File: config.mk
export PLATFORM = sky130hd
export DESIGN_NAME = bxcvr_top
export DESIGN_NICKNAME = d
export VERILOG_FILES = /design/src/bxcvr_pkg.sv /design/src/bxcvr_fifo.sv /design/src/bxcvr_top.sv
export SDC_FILE = /design/constraint.sdc
export NUM_CORES = 1
export LEC_CHECK = 0
export ABC_AREA = 1
export BUFFER_PORTS_ARGS = -buffer_cell sky130_fd_sc_hd__buf_2
export CAP_MARGIN = 20
export CORE_MARGIN = 3
export CORE_UTILIZATION = 60
export CTS_BUF_LIST = sky130_fd_sc_hd__clkbuf_16
export DETAILED_ROUTE_END_ITERATION = 8
export GPL_TIMING_DRIVEN = 0
export PLACE_DENSITY = 0.75
export SLEW_MARGIN = 30
export SYNTH_ARGS = -nofsm -noshare
export SYNTH_HDL_FRONTEND = slang
export SYNTH_SLANG_ARGS = --single-unit
File: constraint.sdc
create_clock -name clk_in -period 11.6 [get_ports clk_in]
set_input_delay 2.32 -clock clk_in [delete_from_list [all_inputs] [get_ports clk_in]]
set_output_delay 2.32 -clock clk_in [all_outputs]
set_load 0.02 [all_outputs]
File: src/bxcvr_pkg.sv
// Purpose: Shared constants for the bidirectional latch and flop bus transceiver.
// Assumes: One 200 MHz clock; all pins sampled synchronously.
// Notes: Index 0 is the A-to-B path, index 1 the B-to-A path.
package bxcvr_pkg;
  localparam int DATA_W = 18;
  localparam int FIFO_DEPTH = 16;
  localparam int PATH_AB = 0;
  localparam int PATH_BA = 1;
  localparam logic [DATA_W-1:0] STORE_RST = 18'h00000;
  localparam logic [DATA_W-1:0] KEEP_RST = 18'h00000;
  localparam logic DRIVE_RST = 1'b0;
  localparam logic CLOCK_N_RST = 1'b0;
endpackage

File: src/bxcvr_fifo.sv
// Purpose: Small FIFO with valid and ready on both sides and a registered read port.
// Assumes: Flush and push never matter in the same cycle to the caller.
// Notes: The output register adds one word of capacity beyond the memory depth.
`timescale 1ns/1ps
module bxcvr_fifo #(
  parameter int WIDTH = 18,
  parameter int DEPTH = 16
) (
  // Clock and reset
  input wire logic clk_in,
  input wire logic rst_in,
  input wire logic flush_in,
  // Fill side
  input wire logic in_valid_in,
  output logic in_ready_out,
  input wire logic [WIDTH-1:0] in_data_in,
  // Drain side
  output logic out_valid_out,
  input wire logic out_ready_in,
  output logic [WIDTH-1:0] out_data_out
);
  localparam int PW = $clog2(DEPTH);
  localparam int CW = $clog2(DEPTH + 1);

  logic [WIDTH-1:0] mem [DEPTH];
  logic [PW-1:0] wr_ptr_reg;
  logic [PW-1:0] rd_ptr_reg;
  logic [CW-1:0] count_reg;
  logic push;
  logic pop_mem;

  //////////////////////////////////////////////////////////////////////////////
  assign in_ready_out = (count_reg < CW'(DEPTH));
  assign push = in_valid_in && in_ready_out && !flush_in;
  assign pop_mem = (count_reg != '0) && (!out_valid_out || out_ready_in) && !flush_in;

  always_ff @(posedge clk_in) begin
    if (push) begin
      mem[wr_ptr_reg] <= in_data_in;
    end
  end

  always_ff @(posedge clk_in or posedge rst_in) begin
    if (rst_in) begin
      wr_ptr_reg <= '0;
      rd_ptr_reg <= '0;
      count_reg <= '0;
    end else if (flush_in) begin
      wr_ptr_reg <= '0;
      rd_ptr_reg <= '0;
      count_reg <= '0;
    end else begin
      if (push) begin
        wr_ptr_reg <= PW'(wr_ptr_reg + 1'b1);
      end
      if (pop_mem) begin
        rd_ptr_reg <= PW'(rd_ptr_reg + 1'b1);
      end
      count_reg <= CW'(count_reg + CW'(push) - CW'(pop_mem));
    end
  end

  always_ff @(posedge clk_in or posedge rst_in) begin
    if (rst_in) begin
      out_valid_out <= 1'b0;
      out_data_out <= '0;
    end else if (flush_in) begin
      out_valid_out <= 1'b0;
    end else if (pop_mem) begin
      out_valid_out <= 1'b1;
      out_data_out <= mem[rd_ptr_reg];
    end else if (out_ready_in) begin
      out_valid_out <= 1'b0;
    end
  end
endmodule // bxcvr_fifo

File: src/bxcvr_top.sv
// Purpose: Eighteen-bit two-way bus transceiver with latch or flop storage per direction.
// Assumes: All inputs synchronous to clk_in; the clock inputs are sampled, not used as clocks.
// Notes: Captures queue in a FIFO and drain while the path is enabled and latched.
//
// What this block does
// RULE1: Carry 18 bits between A and B, one storage element per bit each way.
// RULE2: A-to-B latch enable high makes the path transparent, A flows to B.
// RULE3: Latch enable low with a steady clock holds the stored value on B; here a capture queued while output enable was low lands on B once it rises.
// RULE4: Latch enable low, each falling A-to-B clock edge captures the A bus; here a fall is dropped while the capture queue is full.
// RULE5: A-to-B output enable high drives the B port from the stored path.
// RULE6: A-to-B output enable low releases every B pin, whatever else happens.
// RULE7: B-to-A path works the same way under its own three controls.
// RULE8: B-to-A output enable is active low: low drives A, high releases it.
// RULE9: Undriven data inputs keep their last valid level.
// RULE10: Clock held low after latch enable falls keeps the previous output.
// RULE11: Latch enable falling with steady clock keeps the value passing through.
`timescale 1ns/1ps
module bxcvr_top (
  // Clock and reset
  input wire logic clk_in,
  input wire logic rst_in,
  // A-to-B controls
  input wire logic a_to_b_output_enable_in,
  input wire logic a_to_b_latch_enable_in,
  input wire logic a_to_b_clock_n_in,
  // B-to-A controls
  input wire logic b_to_a_output_enable_n_in,
  input wire logic b_to_a_latch_enable_in,
  input wire logic b_to_a_clock_n_in,
  // A port pins
  input wire logic [bxcvr_pkg::DATA_W-1:0] a_pin_in,
  output logic [bxcvr_pkg::DATA_W-1:0] a_pin_out,
  output logic a_pin_oe_out,
  // B port pins
  input wire logic [bxcvr_pkg::DATA_W-1:0] b_pin_in,
  output logic [bxcvr_pkg::DATA_W-1:0] b_pin_out,
  output logic b_pin_oe_out,
  // Capture queue status
  output logic a_to_b_capture_ready_out,
  output logic b_to_a_capture_ready_out
);
  localparam int W = bxcvr_pkg::DATA_W;

  logic [W-1:0] keep_reg [2];
  logic [W-1:0] store_reg [2];
  logic drive_reg [2];
  logic clock_n_prev_reg [2];
  logic ready_reg [2];
  logic latch_en [2];
  logic clock_n [2];
  logic out_en [2];
  logic fall [2];
  logic push_req [2];
  logic fifo_in_ready [2];
  logic fifo_out_valid [2];
  logic fifo_out_ready [2];
  logic [W-1:0] fifo_out_data [2];

  // A falling edge is a high sample followed by a low one; a pin idling low never fires.
  function automatic logic is_fall(input logic prev, input logic now);
    is_fall = prev && !now;
  endfunction

  //////////////////////////////////////////////////////////////////////////////
  // Control gathering; the B-to-A enable is inverted here so both paths share logic.
  assign latch_en[bxcvr_pkg::PATH_AB] = a_to_b_latch_enable_in;
  assign latch_en[bxcvr_pkg::PATH_BA] = b_to_a_latch_enable_in; // [RULE7]
  assign clock_n[bxcvr_pkg::PATH_AB] = a_to_b_clock_n_in;
  assign clock_n[bxcvr_pkg::PATH_BA] = b_to_a_clock_n_in; // [RULE7]
  assign out_en[bxcvr_pkg::PATH_AB] = a_to_b_output_enable_in; // [RULE5]
  assign out_en[bxcvr_pkg::PATH_BA] = !b_to_a_output_enable_n_in; // [RULE8]

  //////////////////////////////////////////////////////////////////////////////
  // Bus keepers: a pin we drive ourselves reads back our own data, so hold instead.
  always_ff @(posedge clk_in or posedge rst_in) begin
    if (rst_in) begin
      keep_reg[bxcvr_pkg::PATH_AB] <= bxcvr_pkg::KEEP_RST;
      keep_reg[bxcvr_pkg::PATH_BA] <= bxcvr_pkg::KEEP_RST;
    end else begin
      if (!a_pin_oe_out) begin
        keep_reg[bxcvr_pkg::PATH_AB] <= a_pin_in; // [RULE9]
      end
      if (!b_pin_oe_out) begin
        keep_reg[bxcvr_pkg::PATH_BA] <= b_pin_in; // [RULE9]
      end
    end
  end

  //////////////////////////////////////////////////////////////////////////////
  // Clock edge detection, both directions.
  assign fall[bxcvr_pkg::PATH_AB] = is_fall(clock_n_prev_reg[bxcvr_pkg::PATH_AB],
    clock_n[bxcvr_pkg::PATH_AB]);
  assign fall[bxcvr_pkg::PATH_BA] = is_fall(clock_n_prev_reg[bxcvr_pkg::PATH_BA],
    clock_n[bxcvr_pkg::PATH_BA]); // [RULE7]

  always_ff @(posedge clk_in or posedge rst_in) begin
    if (rst_in) begin
      clock_n_prev_reg[bxcvr_pkg::PATH_AB] <= bxcvr_pkg::CLOCK_N_RST;
      clock_n_prev_reg[bxcvr_pkg::PATH_BA] <= bxcvr_pkg::CLOCK_N_RST;
    end else begin
      clock_n_prev_reg[bxcvr_pkg::PATH_AB] <= clock_n[bxcvr_pkg::PATH_AB];
      clock_n_prev_reg[bxcvr_pkg::PATH_BA] <= clock_n[bxcvr_pkg::PATH_BA];
    end
  end

  //////////////////////////////////////////////////////////////////////////////
  // Capture requests; transparent mode ignores the clock entirely.
  assign push_req[bxcvr_pkg::PATH_AB] = fall[bxcvr_pkg::PATH_AB] &&
    !latch_en[bxcvr_pkg::PATH_AB]; // [RULE4]
  assign push_req[bxcvr_pkg::PATH_BA] = fall[bxcvr_pkg::PATH_BA] &&
    !latch_en[bxcvr_pkg::PATH_BA]; // [RULE7]

  // Queued captures drain only while the port is enabled, so a disabled port backs up.
  assign fifo_out_ready[bxcvr_pkg::PATH_AB] = out_en[bxcvr_pkg::PATH_AB] &&
    !latch_en[bxcvr_pkg::PATH_AB];
  assign fifo_out_ready[bxcvr_pkg::PATH_BA] = out_en[bxcvr_pkg::PATH_BA] &&
    !latch_en[bxcvr_pkg::PATH_BA];

  //////////////////////////////////////////////////////////////////////////////
  // A-to-B capture queue; flushed while transparent so stale captures never surface.
  bxcvr_fifo #(
    .WIDTH(bxcvr_pkg::DATA_W),
    .DEPTH(bxcvr_pkg::FIFO_DEPTH)
  ) u_bxcvr_fifo_ab (
    .clk_in(clk_in),
    .rst_in(rst_in),
    .flush_in(latch_en[bxcvr_pkg::PATH_AB]),
    .in_valid_in(push_req[bxcvr_pkg::PATH_AB]),
    .in_ready_out(fifo_in_ready[bxcvr_pkg::PATH_AB]),
    .in_data_in(keep_reg[bxcvr_pkg::PATH_AB]),
    .out_valid_out(fifo_out_valid[bxcvr_pkg::PATH_AB]),
    .out_ready_in(fifo_out_ready[bxcvr_pkg::PATH_AB]),
    .out_data_out(fifo_out_data[bxcvr_pkg::PATH_AB])
  );

  //////////////////////////////////////////////////////////////////////////////
  // B-to-A capture queue, the mirror of the one above.
  bxcvr_fifo #(
    .WIDTH(bxcvr_pkg::DATA_W),
    .DEPTH(bxcvr_pkg::FIFO_DEPTH)
  ) u_bxcvr_fifo_ba (
    .clk_in(clk_in),
    .rst_in(rst_in),
    .flush_in(latch_en[bxcvr_pkg::PATH_BA]),
    .in_valid_in(push_req[bxcvr_pkg::PATH_BA]),
    .in_ready_out(fifo_in_ready[bxcvr_pkg::PATH_BA]),
    .in_data_in(keep_reg[bxcvr_pkg::PATH_BA]),
    .out_valid_out(fifo_out_valid[bxcvr_pkg::PATH_BA]),
    .out_ready_in(fifo_out_ready[bxcvr_pkg::PATH_BA]),
    .out_data_out(fifo_out_data[bxcvr_pkg::PATH_BA])
  );

  //////////////////////////////////////////////////////////////////////////////
  // Storage elements; transparent data wins over a queued capture.
  always_ff @(posedge clk_in or posedge rst_in) begin
    if (rst_in) begin
      store_reg[bxcvr_pkg::PATH_AB] <= bxcvr_pkg::STORE_RST; // [RULE1]
      store_reg[bxcvr_pkg::PATH_BA] <= bxcvr_pkg::STORE_RST; // [RULE1]
    end else begin
      if (latch_en[bxcvr_pkg::PATH_AB]) begin
        store_reg[bxcvr_pkg::PATH_AB] <= keep_reg[bxcvr_pkg::PATH_AB]; // [RULE2] [RULE11]
      end else if (fifo_out_valid[bxcvr_pkg::PATH_AB] &&
          fifo_out_ready[bxcvr_pkg::PATH_AB]) begin
        store_reg[bxcvr_pkg::PATH_AB] <= fifo_out_data[bxcvr_pkg::PATH_AB]; // [RULE4]
      end
      if (latch_en[bxcvr_pkg::PATH_BA]) begin
        store_reg[bxcvr_pkg::PATH_BA] <= keep_reg[bxcvr_pkg::PATH_BA]; // [RULE7] [RULE11]
      end else if (fifo_out_valid[bxcvr_pkg::PATH_BA] &&
          fifo_out_ready[bxcvr_pkg::PATH_BA]) begin
        store_reg[bxcvr_pkg::PATH_BA] <= fifo_out_data[bxcvr_pkg::PATH_BA]; // [RULE7]
      end
      // Otherwise the value is held, clock high or low alike. [RULE3] [RULE10]
    end
  end

  //////////////////////////////////////////////////////////////////////////////
  // Output drive; the enable costs one cycle so the pin enable comes from a flop.
  always_ff @(posedge clk_in or posedge rst_in) begin
    if (rst_in) begin
      drive_reg[bxcvr_pkg::PATH_AB] <= bxcvr_pkg::DRIVE_RST;
      drive_reg[bxcvr_pkg::PATH_BA] <= bxcvr_pkg::DRIVE_RST;
    end else begin
      drive_reg[bxcvr_pkg::PATH_AB] <= out_en[bxcvr_pkg::PATH_AB]; // [RULE5] [RULE6]
      drive_reg[bxcvr_pkg::PATH_BA] <= out_en[bxcvr_pkg::PATH_BA]; // [RULE8]
    end
  end

  //////////////////////////////////////////////////////////////////////////////
  // Queue status; one cycle late, so a writer must allow one extra dropped capture.
  always_ff @(posedge clk_in or posedge rst_in) begin
    if (rst_in) begin
      ready_reg[bxcvr_pkg::PATH_AB] <= 1'b0;
      ready_reg[bxcvr_pkg::PATH_BA] <= 1'b0;
    end else begin
      ready_reg[bxcvr_pkg::PATH_AB] <= fifo_in_ready[bxcvr_pkg::PATH_AB];
      ready_reg[bxcvr_pkg::PATH_BA] <= fifo_in_ready[bxcvr_pkg::PATH_BA];
    end
  end

  //////////////////////////////////////////////////////////////////////////////
  // Pin outputs, straight from flops.
  assign b_pin_out = store_reg[bxcvr_pkg::PATH_AB];
  assign b_pin_oe_out = drive_reg[bxcvr_pkg::PATH_AB]; // [RULE6]
  assign a_pin_out = store_reg[bxcvr_pkg::PATH_BA];
  assign a_pin_oe_out = drive_reg[bxcvr_pkg::PATH_BA]; // [RULE8]
  assign a_to_b_capture_ready_out = ready_reg[bxcvr_pkg::PATH_AB];
  assign b_to_a_capture_ready_out = ready_reg[bxcvr_pkg::PATH_BA];
endmodule // bxcvr_top

Yosys cells after proc, flatten, opt, wreduce, memory -nomap -nowiden
Memories as Yosys holds them, arrays and structs flattened. A register that Yosys moved wholly into a read port is not among the register bits.
Index checks and enable logic that the tools add are counted.

cells by class
  muxes and demuxes = 24
  bitwise operators = 2
  add/subtract/negate cells = 8
  reductions and logical operators = 37
  order comparisons = 2

operator list
  kind                 count
  $mux 18              4
  $mux 4               8
  $add 4x1->4 const B  4
  $logic_and 1x1->1    16
  $reduce_bool 2->1    6
  $add 5x1->5          2
  $lt 5x5->1 const B   2
  $mux 1               10
  $mux 5               2
  $reduce_bool 5->1    2
  $sub 5x1->5          2
  $logic_not 1->1      7
  $reduce_bool 3->1    2
  $reduce_and 2->1     2
  $logic_or 1x1->1     2
  $not 1->1            2

word-level totals
  input bits = 44
  register bits = 106
  memories = 2
  memory bits (writable) = 576
  output and inout port bits = 40
  word-level logic and storage cells = 93

memories
  name                 words  bits a word  rd ports  clocked after Yosys merged registers in  wr ports  line              RTL
  u_bxcvr_fifo_ab.mem  16     18           1         1                                        1         bxcvr_fifo.sv:25  logic [WIDTH-1:0] mem [DEPTH];
  u_bxcvr_fifo_ba.mem  16     18           1         1                                        1         bxcvr_fifo.sv:25

Depth between registers and ports, before layout
Gate-level depths: netlist of the first run.

  word-level depth = 8
  depth in mapped cells = 17
  depth with buffers taken out = 15

Cells and area by module
From an unflattened synthesis of the first run, not the netlist that was laid out.

second synthesis, totals
  cell total of the unflattened synthesis = 3153
  area, all modules = 31292.5 um^2

modules (own cells, without submodules)
  module      sequential area each (um^2)  cells an instance  area an instance (um^2)  instances
  bxcvr_fifo  9449.1                       1356               13893.3                  2
  bxcvr_top   1951.9                       441                3505.9                   1

Worst setup path before layout of the first run
Ideal clock, no wire load.

  path type = input-to-reg
  from = input port a_to_b_latch_enable_in
  to = register u_bxcvr_fifo_ab.count_reg[4]
  stages on the path = 17
  required time = 11523 ps
  buffers on the path = 2
  setup time = 77 ps
  setup slack = 7201 ps
  data arrival time = 4322 ps
  cell sequence = buf_4 > inv_6 > nand2_2 > nand2_2 > nand3_4 > inv_2 > buf_4 > ha_1 > inv_1 > ha_1 > inv_1 > fa_1 > inv_1 > a21oi_1 > o21bai_1 > o21ai_0 > a21oi_1

on the way
  word-level cells in the longest chain between the ends = 7
  elaborated cells between the ends (all ways) = 11
  those cells by class = 2 x add/sub; 1 x mux; 8 x reduce/logical

ends and longest elaborated chain
  item                                                          line                                RTL
  start, declared                                               bxcvr_top.sv:24                     input wire logic a_to_b_latch_enable_in,
  $logic_not 1->1                                               -
  $logic_and 1x1->1, on equally long branches                   bxcvr_top.sv:108, bxcvr_top.sv:114
  $logic_and 1x1->1 / $logic_or 1x1->1 (equally long branches)  bxcvr_fifo.sv:34, bxcvr_fifo.sv:35
  $logic_and 1x1->1, on equally long branches                   bxcvr_fifo.sv:34, bxcvr_fifo.sv:35
  $add 5x1->5 / $logic_and 1x1->1 (equally long branches)       bxcvr_fifo.sv:59, bxcvr_fifo.sv:35
  $sub 5x1->5                                                   bxcvr_fifo.sv:59                    count_reg <= CW'(count_reg + CW'(push) - CW'(pop_mem));
  $mux 5 *                                                      bxcvr_fifo.sv:48                    end else if (flush_in) begin
  end signal, assigned                                          bxcvr_fifo.sv:59
  end, declared                                                 bxcvr_fifo.sv:28                    logic [CW-1:0] count_reg;

Every way passes the cells marked *; elsewhere a longest branch is shown, timed or not.
A chain may end at the register's enable or synchronous reset.

Worst setup path after layout of the first run
Same ends and word-level chain as after synthesis.

==> metrics.csv, run 1 <==
metric,value,unit
status,finished clean,
kind of critical path,input port to flip-flop,
Register Area,20900,µm²
Clock Power Share,30.7,%
Die W,233,µm
Final Power,7.68,mW
Initial Utilization,61.2,%
R2R Setup Slk,8.63,ns
part of the power in registers,41.2,%
Num CTS Buffers,73,
count of cell types in the netlist,31,
Rows,82,
placed instance area,32500,µm²
WP data required,12.14,ns
xor/xnor share of the synthesized area,0.0851,%
gr usage total,30.1,%
DRT Wirelength,80.7,mm
"commonest cells after routing, fill and taps aside","971 x nand2_1, 576 x edfxtp_1, 489 x inv_1",
CP max-delay cell,fa_1,
die area,54200,µm²
DPL Wire Length,53.5,mm
sink count of the clock tree,718,
min Tclk post-route,4.15,ns
switch share,34.4,%
P_sw,2.64,mW
Post-Syn Nets,3053,
"most used cell, CP",inv_1,
CTS Hold Buffers Added,0,
"most common cell after layout, fill and taps aside",nand2_1,
grt ovf,0,
synthesis-to-finish area growth,13.0,%
DR pass1 iterations,7,
# resized after CTS,0,
compound-gate portion of the synthesized area,1.47,%
DR vias,21800,
DR vias/cell,5.60,
count of buffers from port buffering,81,
cell area after layout,34900,µm²
YS warnings,0,
Clock transition at path regs,0.06,ns
post-synthesis instance total,2985,
hold crit path type,flip-flop to flip-flop,
simple-gate share of the synthesized area,20.2,%
nets,3224,
Mapped Area,30900,µm²
Worst VDD drop,0.000159,V
CTS tree,built,
Pins Over Slew Limit,0,
detailed-route DRC error count,0,
Antenna diodes,0,
area of the multi-input gates,7590,µm²
mux cell area share after synthesis,1.31,%
combinational share of power,28.1,%
Clock Skew,0.0237,ns
insertion delay to the later sink of the worst-skew pair,0.61,ns
Clock Path Buffers,3,
RSZ-0062 raised after global routing,no,
initial antenna violation count,0,
"Hold Vio Cnt, Final",0,
Hold EP,u_bxcvr_fifo_ba.out_data_out[12]$_DFFE_PP0P_,
post-synthesis area per instance,10.3,µm²
top_reg_cell synth,edfxtp_1,
CP Launch Type,input port,
remaining antenna violation count,0,
vias in the first global route,21400,
Static Leak,15.4,nW
H-Tree Depth,3,
Core Area,50500,µm²
Register-to-Register Path Depth,16,
fmax,241,MHz
Die Span Y,233,µm
Fill cells,3712,
max-cap violations,0,
global-route wire length before repair,122,mm
R2R Path Start,u_bxcvr_fifo_ab.count_reg[2]$_DFF_PP0_,
pin count of the biggest net entering global routing,76,
R2R Path End,u_bxcvr_fifo_ab.count_reg[4]$_DFF_PP0_,
setup_tns,0,ns
final worst path period share,35.8,%
crit-path cells,buf_4 -> inv_6 -> nand2_2 -> nand2_2 -> nand3_4 -> inv_2 -> buf_4 -> ha_1 -> inv_1 -> ha_1 -> inv_1 -> fa_1 -> inv_1 -> a21oi_1 -> o21bai_1 -> o21ai_0 -> a21oi_1,
Final Setup Violations,0,
sequential share of the synthesized area,67.5,%
"EDFF count, synth",576,
routability cong.,0.960,
Pwr per Cell Area,220,nW/µm²
initial DRC count,2575,
Worst-Margin Slew,0.971,ns
Slowest Stage Delay on Critical Path,0.40,ns
clock root cell,clkbuf_16,
WL/cell,20.7,µm
Adder-Cell Fraction of Synth Area,1.02,%
# Post-CTS Setup Buffers,0,
IO Count,84,
share of async-settable or async-resettable flops after synthesis,19.8,%
share of post-route cells with drive strength above 1,12.2,%
Internal,5.04,mW
crit path capture type,flip-flop,
CP max FO,10,
min-delay src,u_bxcvr_fifo_ba.out_data_out[12]$_DFFE_PP0P_,
largest family of logic cells by synthesized area,simple AND/OR/NAND/NOR gates,
Hold Path Cell Cnt,2,
"Arr. time, crit path",4.69,ns
Relative slew margins,35.2,%
Synth Register Bits,718,
## how the worst max path moves through the flow
stage / slack (ns) / cells after the start / startpoint / to
6_report: 7.45 / 17 / a_to_b_latch_enable_in / u_bxcvr_fifo_ab.count_reg[4]$_DFF_PP0_
4_1_cts: 7.48 / 17 / a_to_b_latch_enable_in / u_bxcvr_fifo_ab.count_reg[4]$_DFF_PP0_
5_1_grt: 7.24 / 17 / a_to_b_latch_enable_in / u_bxcvr_fifo_ab.count_reg[4]$_DFF_PP0_
3_3_place_gp: 4.00 / 2 / rst_in / keep_reg[20]$_DFFE_PP0N_
2_1_floorplan: 5.47 / 1 / rst_in / a_pin_oe_out$_DFF_PP0_
3_5_place_dp: 6.86 / 17 / a_to_b_latch_enable_in / u_bxcvr_fifo_ab.count_reg[4]$_DFF_PP0_
## critical path, delay by kind of cell
| family | cells | cell delay [ns] |
|---|---|---|
| simple gates | 3 | 0.34 |
| buf+inv | 7 | 0.76 |
| compound gates | 4 | 0.47 |
| fa+ha+maj | 3 | 0.81 |
## power groups by stage
stage	Clock, mW	Combinational, mW	Sequential [mW]
floorplan	0	1.40	3.17
global placement	0	2.04	3.20
detailed placement	0	2.11	3.21
CTS	2.38	2.14	3.16
global route	2.49	2.38	3.18
finish	2.36	2.16	3.16
## cell families (layout without fill, tap and decap cells)
family | count (synthesis) | count (layout)
flip-flops | 718 | 718
XOR/XNOR | 3 | 3
buffers and inverters | 624 | 854
adder cells (fa/ha/maj) | 24 | 24
AO/OA/AOI/OAI | 77 | 77
AND/OR/NAND/NOR | 1503 | 1503
multiplexers | 36 | 36
## metal layers
metal	GRT usage, %	part of all wire (%)	wire (µm)
met1	37.5	37	29700
met2	50.9	50	40000
met3	4.96	8.1	6500
met4	15.4	5.4	4390
met5	0	0	0
## layout make-up
| cell class | count | area share, % |
|---|---|---|
| Clock inverter | 57 | 1.39 |
| Buffer | 143 | 2.24 |
| Multi-Input combinational cell | 1643 | 21.8 |
| Clock buffer | 77 | 5.52 |
| Sequential cell | 718 | 59.7 |
| Timing Repair Buffer | 96 | 1.72 |
| Tap cell | 672 | 2.41 |
| Inverter | 481 | 5.21 |
## cell usage after synthesis (6+ instances only)
library cell | number | area [µm²]
buf_4 | 9 | 67.6
a31oi_1 | 38 | 238
o21ai_0 | 17 | 85.1
nand2_1 | 971 | 3640
mux2_2 | 36 | 405
inv_2 | 6 | 22.5
buf_2 | 86 | 430
inv_1 | 473 | 1780
nor2_1 | 82 | 308
buf_6 | 14 | 158
nand3_1 | 441 | 2210
edfxtp_1 | 576 | 17300
dfrtp_1 | 142 | 3550
clkbuf_1 | 15 | 56.3
ha_1 | 22 | 275
a21oi_1 | 13 | 65.1
buf_1 | 19 | 71.3
## per-stage QoR
step	cells	setup slack [ns]	utilization, %	hold slack, ns
after floorplan	2985	5.47	-	0.442
after global placement	3738	4.00	63.6	0.470
after detailed placement	3753	6.86	64.3	0.472
after CTS	3887	7.48	69.1	0.489
after global routing	3887	7.24	69.1	0.511
final	3887	7.45	69.1	0.489
Note: power is estimated with default switching activity, not from simulation.
==> run 2, diff against run 1 <==
- CORE_UTILIZATION: 60 -> 56
- PLACE_DENSITY: 0.75 -> 0.74
- clock period: 11.6 -> 3.4 ns (I/O delays scaled with it)
==> metrics.csv, run 2 (synthesis results as in run 1) <==
metric,value,unit,change
max-cap violations,0,,unchanged
share of post-route cells with drive strength above 1,12.4,%,+0.19 points
Clock Power Share,29.9,%,-0.8 points
Worst VDD drop,0.000538,V,+240%
count of buffers from port buffering,81,,unchanged
WL/cell,20.4,µm,-1.6%
Pwr per Cell Area,744,nW/µm²,+240%
"commonest cells after routing, fill and taps aside","971 x nand2_1, 576 x edfxtp_1, 486 x inv_1",,
DR pass1 iterations,6,,-1
fmax,330,MHz,
sink count of the clock tree,718,,unchanged
Top Family by Delay on Critical Path,adder cells,,
Place WS,0.279,ns,-6.58 ns
Internal,16.9,mW,+240%
WP data required,3.94,ns,-8.20 ns
R2R Path End,u_bxcvr_fifo_ab.count_reg[4]$_DFF_PP0_,,
Clock transition at path regs,0.06,ns,about the same
Slowest Stage Delay on Critical Path,0.39,ns,about the same
CP max FO,10,,unchanged
combinational share of power,28.7,%,+0.6 points
Core Area,54100,µm²,+7.2%
CP max-delay cell,dfrtp_1,,
H-Tree Depth,3,,unchanged
setup_tns,0,ns,unchanged
detailed-route DRC error count,0,,unchanged
Register-to-Register Path Depth,16,,unchanged
final worst setup slack,0.372,ns,-7.08 ns
Die W,241,µm,+3.4%
DR vias,21700,,-0.18%
Die Span Y,241,µm,+3.4%
remaining antenna violation count,0,,unchanged
"Arr. time, crit path",3.57,ns,-1.12 ns
Clock Skew,0.0259,ns,+0.00215 ns
Worst-Margin Slew,0.972,ns,+0.000448 ns
R2R Setup Slk,0.37,ns,-8.26 ns
Final Setup Violations,0,,unchanged
Clock Path Buffers,3,,unchanged
CP Launch Type,flip-flop,,
Num CTS Buffers,71,,-2.7%
hold crit path type,input port to asynchronous set/reset pin,,
nets,3231,,+0.22%
global-route wire length before repair,121,mm,-0.74%
Antenna diodes,0,,unchanged
RSZ-0062 raised after global routing,no,,
min Tclk post-route,3.03,ns,
grt ovf,0,,unchanged
insertion delay to the later sink of the worst-skew pair,0.62,ns,about the same
critical path buffer and inverter count,6,,-1
"Hold Vio Cnt, Final",0,,unchanged
DR vias/cell,5.55,,-0.97%
initial DRC count,2330,,-9.5%
DRT Wirelength,80.0,mm,-0.78%
pin count of the biggest net entering global routing,26,,-66%
die area,58000,µm²,+7.0%
IO Count,84,,unchanged
"most used cell, CP",inv_1,,
CTS tree,built,,
Relative slew margins,35.1,%,about the same
Pins Over Slew Limit,0,,unchanged
P_sw,9.11,mW,+250%
routability cong.,1.00,,+4.3%
initial antenna violation count,0,,unchanged
clock root cell,clkbuf_16,,
"most common cell after layout, fill and taps aside",nand2_1,,
Post-Layout Cell Count,3918,,+0.80%
Static Leak,15.4,nW,+0.15%
placed instance area,32700,µm²,+0.55%
crit path capture type,flip-flop,,
post-layout util,64.6,%,-4.5 points
CTS Hold Buffers Added,0,,unchanged
Rows,85,,+3.7%
switch share,35.0,%,+0.65 points
part of the power in registers,41.4,%,+0.2 points
final worst path period share,89.0,%,
Initial Utilization,57.0,%,-4.1 points
# Post-CTS Setup Buffers,0,,unchanged
DPL Wire Length,54.1,mm,+1.1%
synthesis-to-finish area growth,13.3,%,
status,finished clean,,
gr usage total,27.6,%,-2.4 points
kind of critical path,flip-flop to flip-flop,,
Placed Cells,3786,,+0.88%
R2R Path Start,u_bxcvr_fifo_ab.count_reg[3]$_DFF_PP0_,,
cell area after layout,35000,µm²,+0.20%
# resized after CTS,0,,unchanged
vias in the first global route,21500,,+0.51%
crit-path cells,inv_1 -> ha_1 -> nand4_1 -> nand3_4 -> inv_2 -> buf_4 -> ha_1 -> inv_1 -> ha_1 -> inv_1 -> fa_1 -> inv_1 -> a21oi_1 -> o21bai_1 -> o21ai_0 -> a21oi_1,,
[run 2: changes by cell type in the layout (fill, tap and decap cells not counted), sizes merged]
cell,change
buf,+9
bufinv,-4
clkinv,+3
inv,-1
[run 2: final cells by class]
cell class / instances / area, µm²
timing repair buffer: 105 / 769
buffer: 143 / 783
inverter: 481 / 1810
tap: 696 / 871
multi-input combinational: 1643 / 7580
clock inverter: 55 / 378
clock buffer: 77 / 1930
fill: 4019 / 19200
sequential: 718 / 20900
[run 2: worst max-delay path by stage]
stage,startpoint,to,slack (ns),cells past startpoint
after global routing,u_bxcvr_fifo_ba.count_reg[2]$_DFF_PP0_,u_bxcvr_fifo_ba.count_reg[4]$_DFF_PP0_,0.14,16
after global placement,b_to_a_latch_enable_in,u_bxcvr_fifo_ba.mem[12][11]$_DFFE_PP_,-0.09,6
after CTS,u_bxcvr_fifo_ba.count_reg[2]$_DFF_PP0_,u_bxcvr_fifo_ba.count_reg[4]$_DFF_PP0_,0.41,16
after detailed placement,a_to_b_latch_enable_in,u_bxcvr_fifo_ab.count_reg[4]$_DFF_PP0_,0.28,17
final,u_bxcvr_fifo_ab.count_reg[3]$_DFF_PP0_,u_bxcvr_fifo_ab.count_reg[4]$_DFF_PP0_,0.37,16
after floorplan,a_to_b_latch_enable_in,u_bxcvr_fifo_ab.count_reg[4]$_DFF_PP0_,0.64,17
[run 2: metal layers]
metal	up-vias	part of all wire (%)	global-route usage, %
met5	-	0	0
met4	0	5.5	14.4
met3	258	7.8	4.38
met2	1103	50	47.6
met1	10300	37	33.9
li1	10000	-	-
[run 2: through the flow]
step | hold slack [ns] | power, mW
after detailed placement | 0.466 | 18.2
after global routing | 0.0961 | 27.2
after CTS | 0.0714 | 26.0
after global placement | 0.470 | 17.9
after floorplan | 0.442 | 15.6
final | 0.0890 | 26.0
[run 2: power by group through the flow]
stage	Sequential, mW	Combinational, mW	Clock [mW]
2_1_floorplan	10.8	4.78	0
3_3_place_gp	10.9	7.03	0
3_5_place_dp	10.9	7.30	0
4_1_cts	10.7	7.38	7.83
5_1_grt	10.8	8.20	8.17
6_report	10.8	7.47	7.79
==> run 3, diff against run 2 <==
- CORE_ASPECT_RATIO: unset -> 1.5
==> metrics.csv, run 3 (synthesis results as in run 1) <==
metric,value,unit,change
status,finished clean,,
"Arr. time, crit path",3.57,ns,about the same
gr usage total,28.8,%,+1.1 points
Die Span Y,294,µm,+22%
# Post-CTS Setup Buffers,0,,unchanged
die area,58000,µm²,+0.10%
H-Tree Depth,3,,unchanged
kind of critical path,flip-flop to flip-flop,,
CTS tree,built,,
pin count of the biggest net entering global routing,28,,+7.7%
Pwr per Cell Area,744,nW/µm²,about the same
DR vias,21500,,-1.1%
placed instance area,32600,µm²,about the same
Final Setup Violations,0,,unchanged
RSZ-0062 raised after global routing,no,,
CTS Hold Buffers Added,0,,unchanged
DR vias/cell,5.52,,-0.46%
initial antenna violation count,1,,+1
CP Launch Type,flip-flop,,
post-layout util,64.4,%,-0.18 points
grt ovf,0,,unchanged
R2R Setup Slk,0.37,ns,about the same
Worst-Margin Slew,1.05,ns,+0.0814 ns
"commonest cells after routing, fill and taps aside","971 x nand2_1, 576 x edfxtp_1, 484 x inv_1",,
DPL Wire Length,58.3,mm,+7.8%
IO Count,84,,unchanged
nets,3216,,-0.46%
Relative slew margins,29.8,%,-5.4 points
Pins Over Slew Limit,0,,unchanged
Worst VDD drop,0.000582,V,+8.1%
share of post-route cells with drive strength above 1,12.0,%,-0.42 points
Num CTS Buffers,67,,-5.6%
vias in the first global route,21800,,+1.3%
DR pass1 iterations,8,,+2
min Tclk post-route,3.03,ns,+0.00721 ns
"Hold Vio Cnt, Final",0,,unchanged
max-cap violations,0,,unchanged
WP data required,3.94,ns,about the same
clock root cell,clkbuf_16,,
Clock Path Buffers,3,,unchanged
detailed-route DRC error count,0,,unchanged
initial DRC count,1625,,-30%
Rows,104,,+22%
Core Area,54100,µm²,about the same
fmax,330,MHz,-0.24%
WL/cell,21.4,µm,+4.8%
R2R Path End,u_bxcvr_fifo_ba.count_reg[4]$_DFF_PP0_,,
CP max FO,10,,unchanged
cell area after layout,34900,µm²,-0.29%
crit path capture type,flip-flop,,
Fin Hold WS,0.0470,ns,-0.0420 ns
Initial Utilization,57.0,%,about the same
Place WS,0.209,ns,-0.0696 ns
DRT Wirelength,83.3,mm,+4.1%
Die W,198,µm,-18%
"most common cell after layout, fill and taps aside",nand2_1,,
Clock Skew,0.0211,ns,-0.00481 ns
final worst setup slack,0.365,ns,-0.00721 ns
Post-Layout Cell Count,3891,,-0.69%
remaining antenna violation count,0,,unchanged
Clock transition at path regs,0.07,ns,about the same
global-route wire length before repair,124,mm,+2.4%
Static Leak,15.3,nW,-0.83%
Placed Cells,3768,,-0.48%
Register-to-Register Path Depth,16,,unchanged
R2R Path Start,u_bxcvr_fifo_ba.count_reg[2]$_DFF_PP0_,,
count of buffers from port buffering,81,,unchanged
synthesis-to-finish area growth,13.0,%,
final worst path period share,89.3,%,+0.21 points
hold crit path type,input port to asynchronous set/reset pin,,
insertion delay to the later sink of the worst-skew pair,0.61,ns,about the same
# resized after CTS,0,,unchanged
sink count of the clock tree,718,,unchanged
routability cong.,0.947,,-5.4%
## run 3: cell types whose count changed in the layout (fill, tap and decap cells not counted), moves of 3 or more
cell,before,now
buf_6,29,17
buf_8,3,0
bufinv_16,5,8
clkbuf_16,77,71
clkinv_1,16,13
clkinvlp_4,3,7
inv_2,11,6
nor2_2,18,3
nor2_4,15,30
## run 3: stage by stage
stage | setup TNS (ns) | power [mW]
after global routing | 0 | 27.1
after global placement | -28.62 | 18.1
after CTS | 0 | 25.9
after detailed placement | 0 | 18.3
final | 0 | 25.9
after floorplan | 0 | 15.6
## run 3: worst max path at each step
stage	start	endpoint	slack (ns)	cells after the start
floorplan	a_to_b_latch_enable_in	u_bxcvr_fifo_ab.count_reg[4]$_DFF_PP0_	0.64	17
global placement	rst_in	u_bxcvr_fifo_ab.count_reg[1]$_DFF_PP0_	-0.23	2
detailed placement	b_to_a_latch_enable_in	u_bxcvr_fifo_ba.count_reg[4]$_DFF_PP0_	0.21	15
CTS	u_bxcvr_fifo_ba.count_reg[2]$_DFF_PP0_	u_bxcvr_fifo_ba.count_reg[4]$_DFF_PP0_	0.38	16
global route	u_bxcvr_fifo_ba.count_reg[2]$_DFF_PP0_	u_bxcvr_fifo_ba.count_reg[4]$_DFF_PP0_	0.11	16
finish	u_bxcvr_fifo_ba.count_reg[2]$_DFF_PP0_	u_bxcvr_fifo_ba.count_reg[4]$_DFF_PP0_	0.37	16
## run 3: cell type report
| class | count | area [µm²] |
|---|---|---|
| timing repair buffer | 94 | 684 |
| antenna | 1 | 2.50 |
| inverter | 481 | 1810 |
| clock buffer | 71 | 1780 |
| buffer | 143 | 783 |
| multi-input combinational | 1643 | 7650 |
| clock inverter | 51 | 444 |
| sequential | 718 | 20900 |
| fill | 4194 | 19300 |
| tap | 689 | 862 |
## run 3: worst max-delay path, stage by stage (launching register included)
cell and delay (ns):
dfrtp_1 0.39, inv_1 0.09, ha_1 0.15, nand3_1 0.11, o21ai_2 0.40, nor2_4 0.11
buf_2 0.22, ha_1 0.29, inv_1 0.06, ha_1 0.16, inv_1 0.06, fa_1 0.38
inv_1 0.09, a21oi_1 0.07, o21bai_1 0.15, o21ai_0 0.09, a21oi_1 0.14
## run 3: routing by layer
layer | vias up | track usage, % | part of all wire (%)
li1 | 9975 | - | -
met1 | 10200 | 29.2 | 32
met2 | 970 | 53.1 | 53
met3 | 315 | 4.02 | 6.4
met4 | 0 | 21.2 | 7.9
met5 | - | 0 | 0
## run 3: power by group
group	internal, mW	total, mW	switching (mW)	leakage (nW)
Clock	4.39	7.64	3.25	1.12
Combinational	2.29	7.57	5.28	7.24
Sequential	10.1	10.7	0.588	6.91
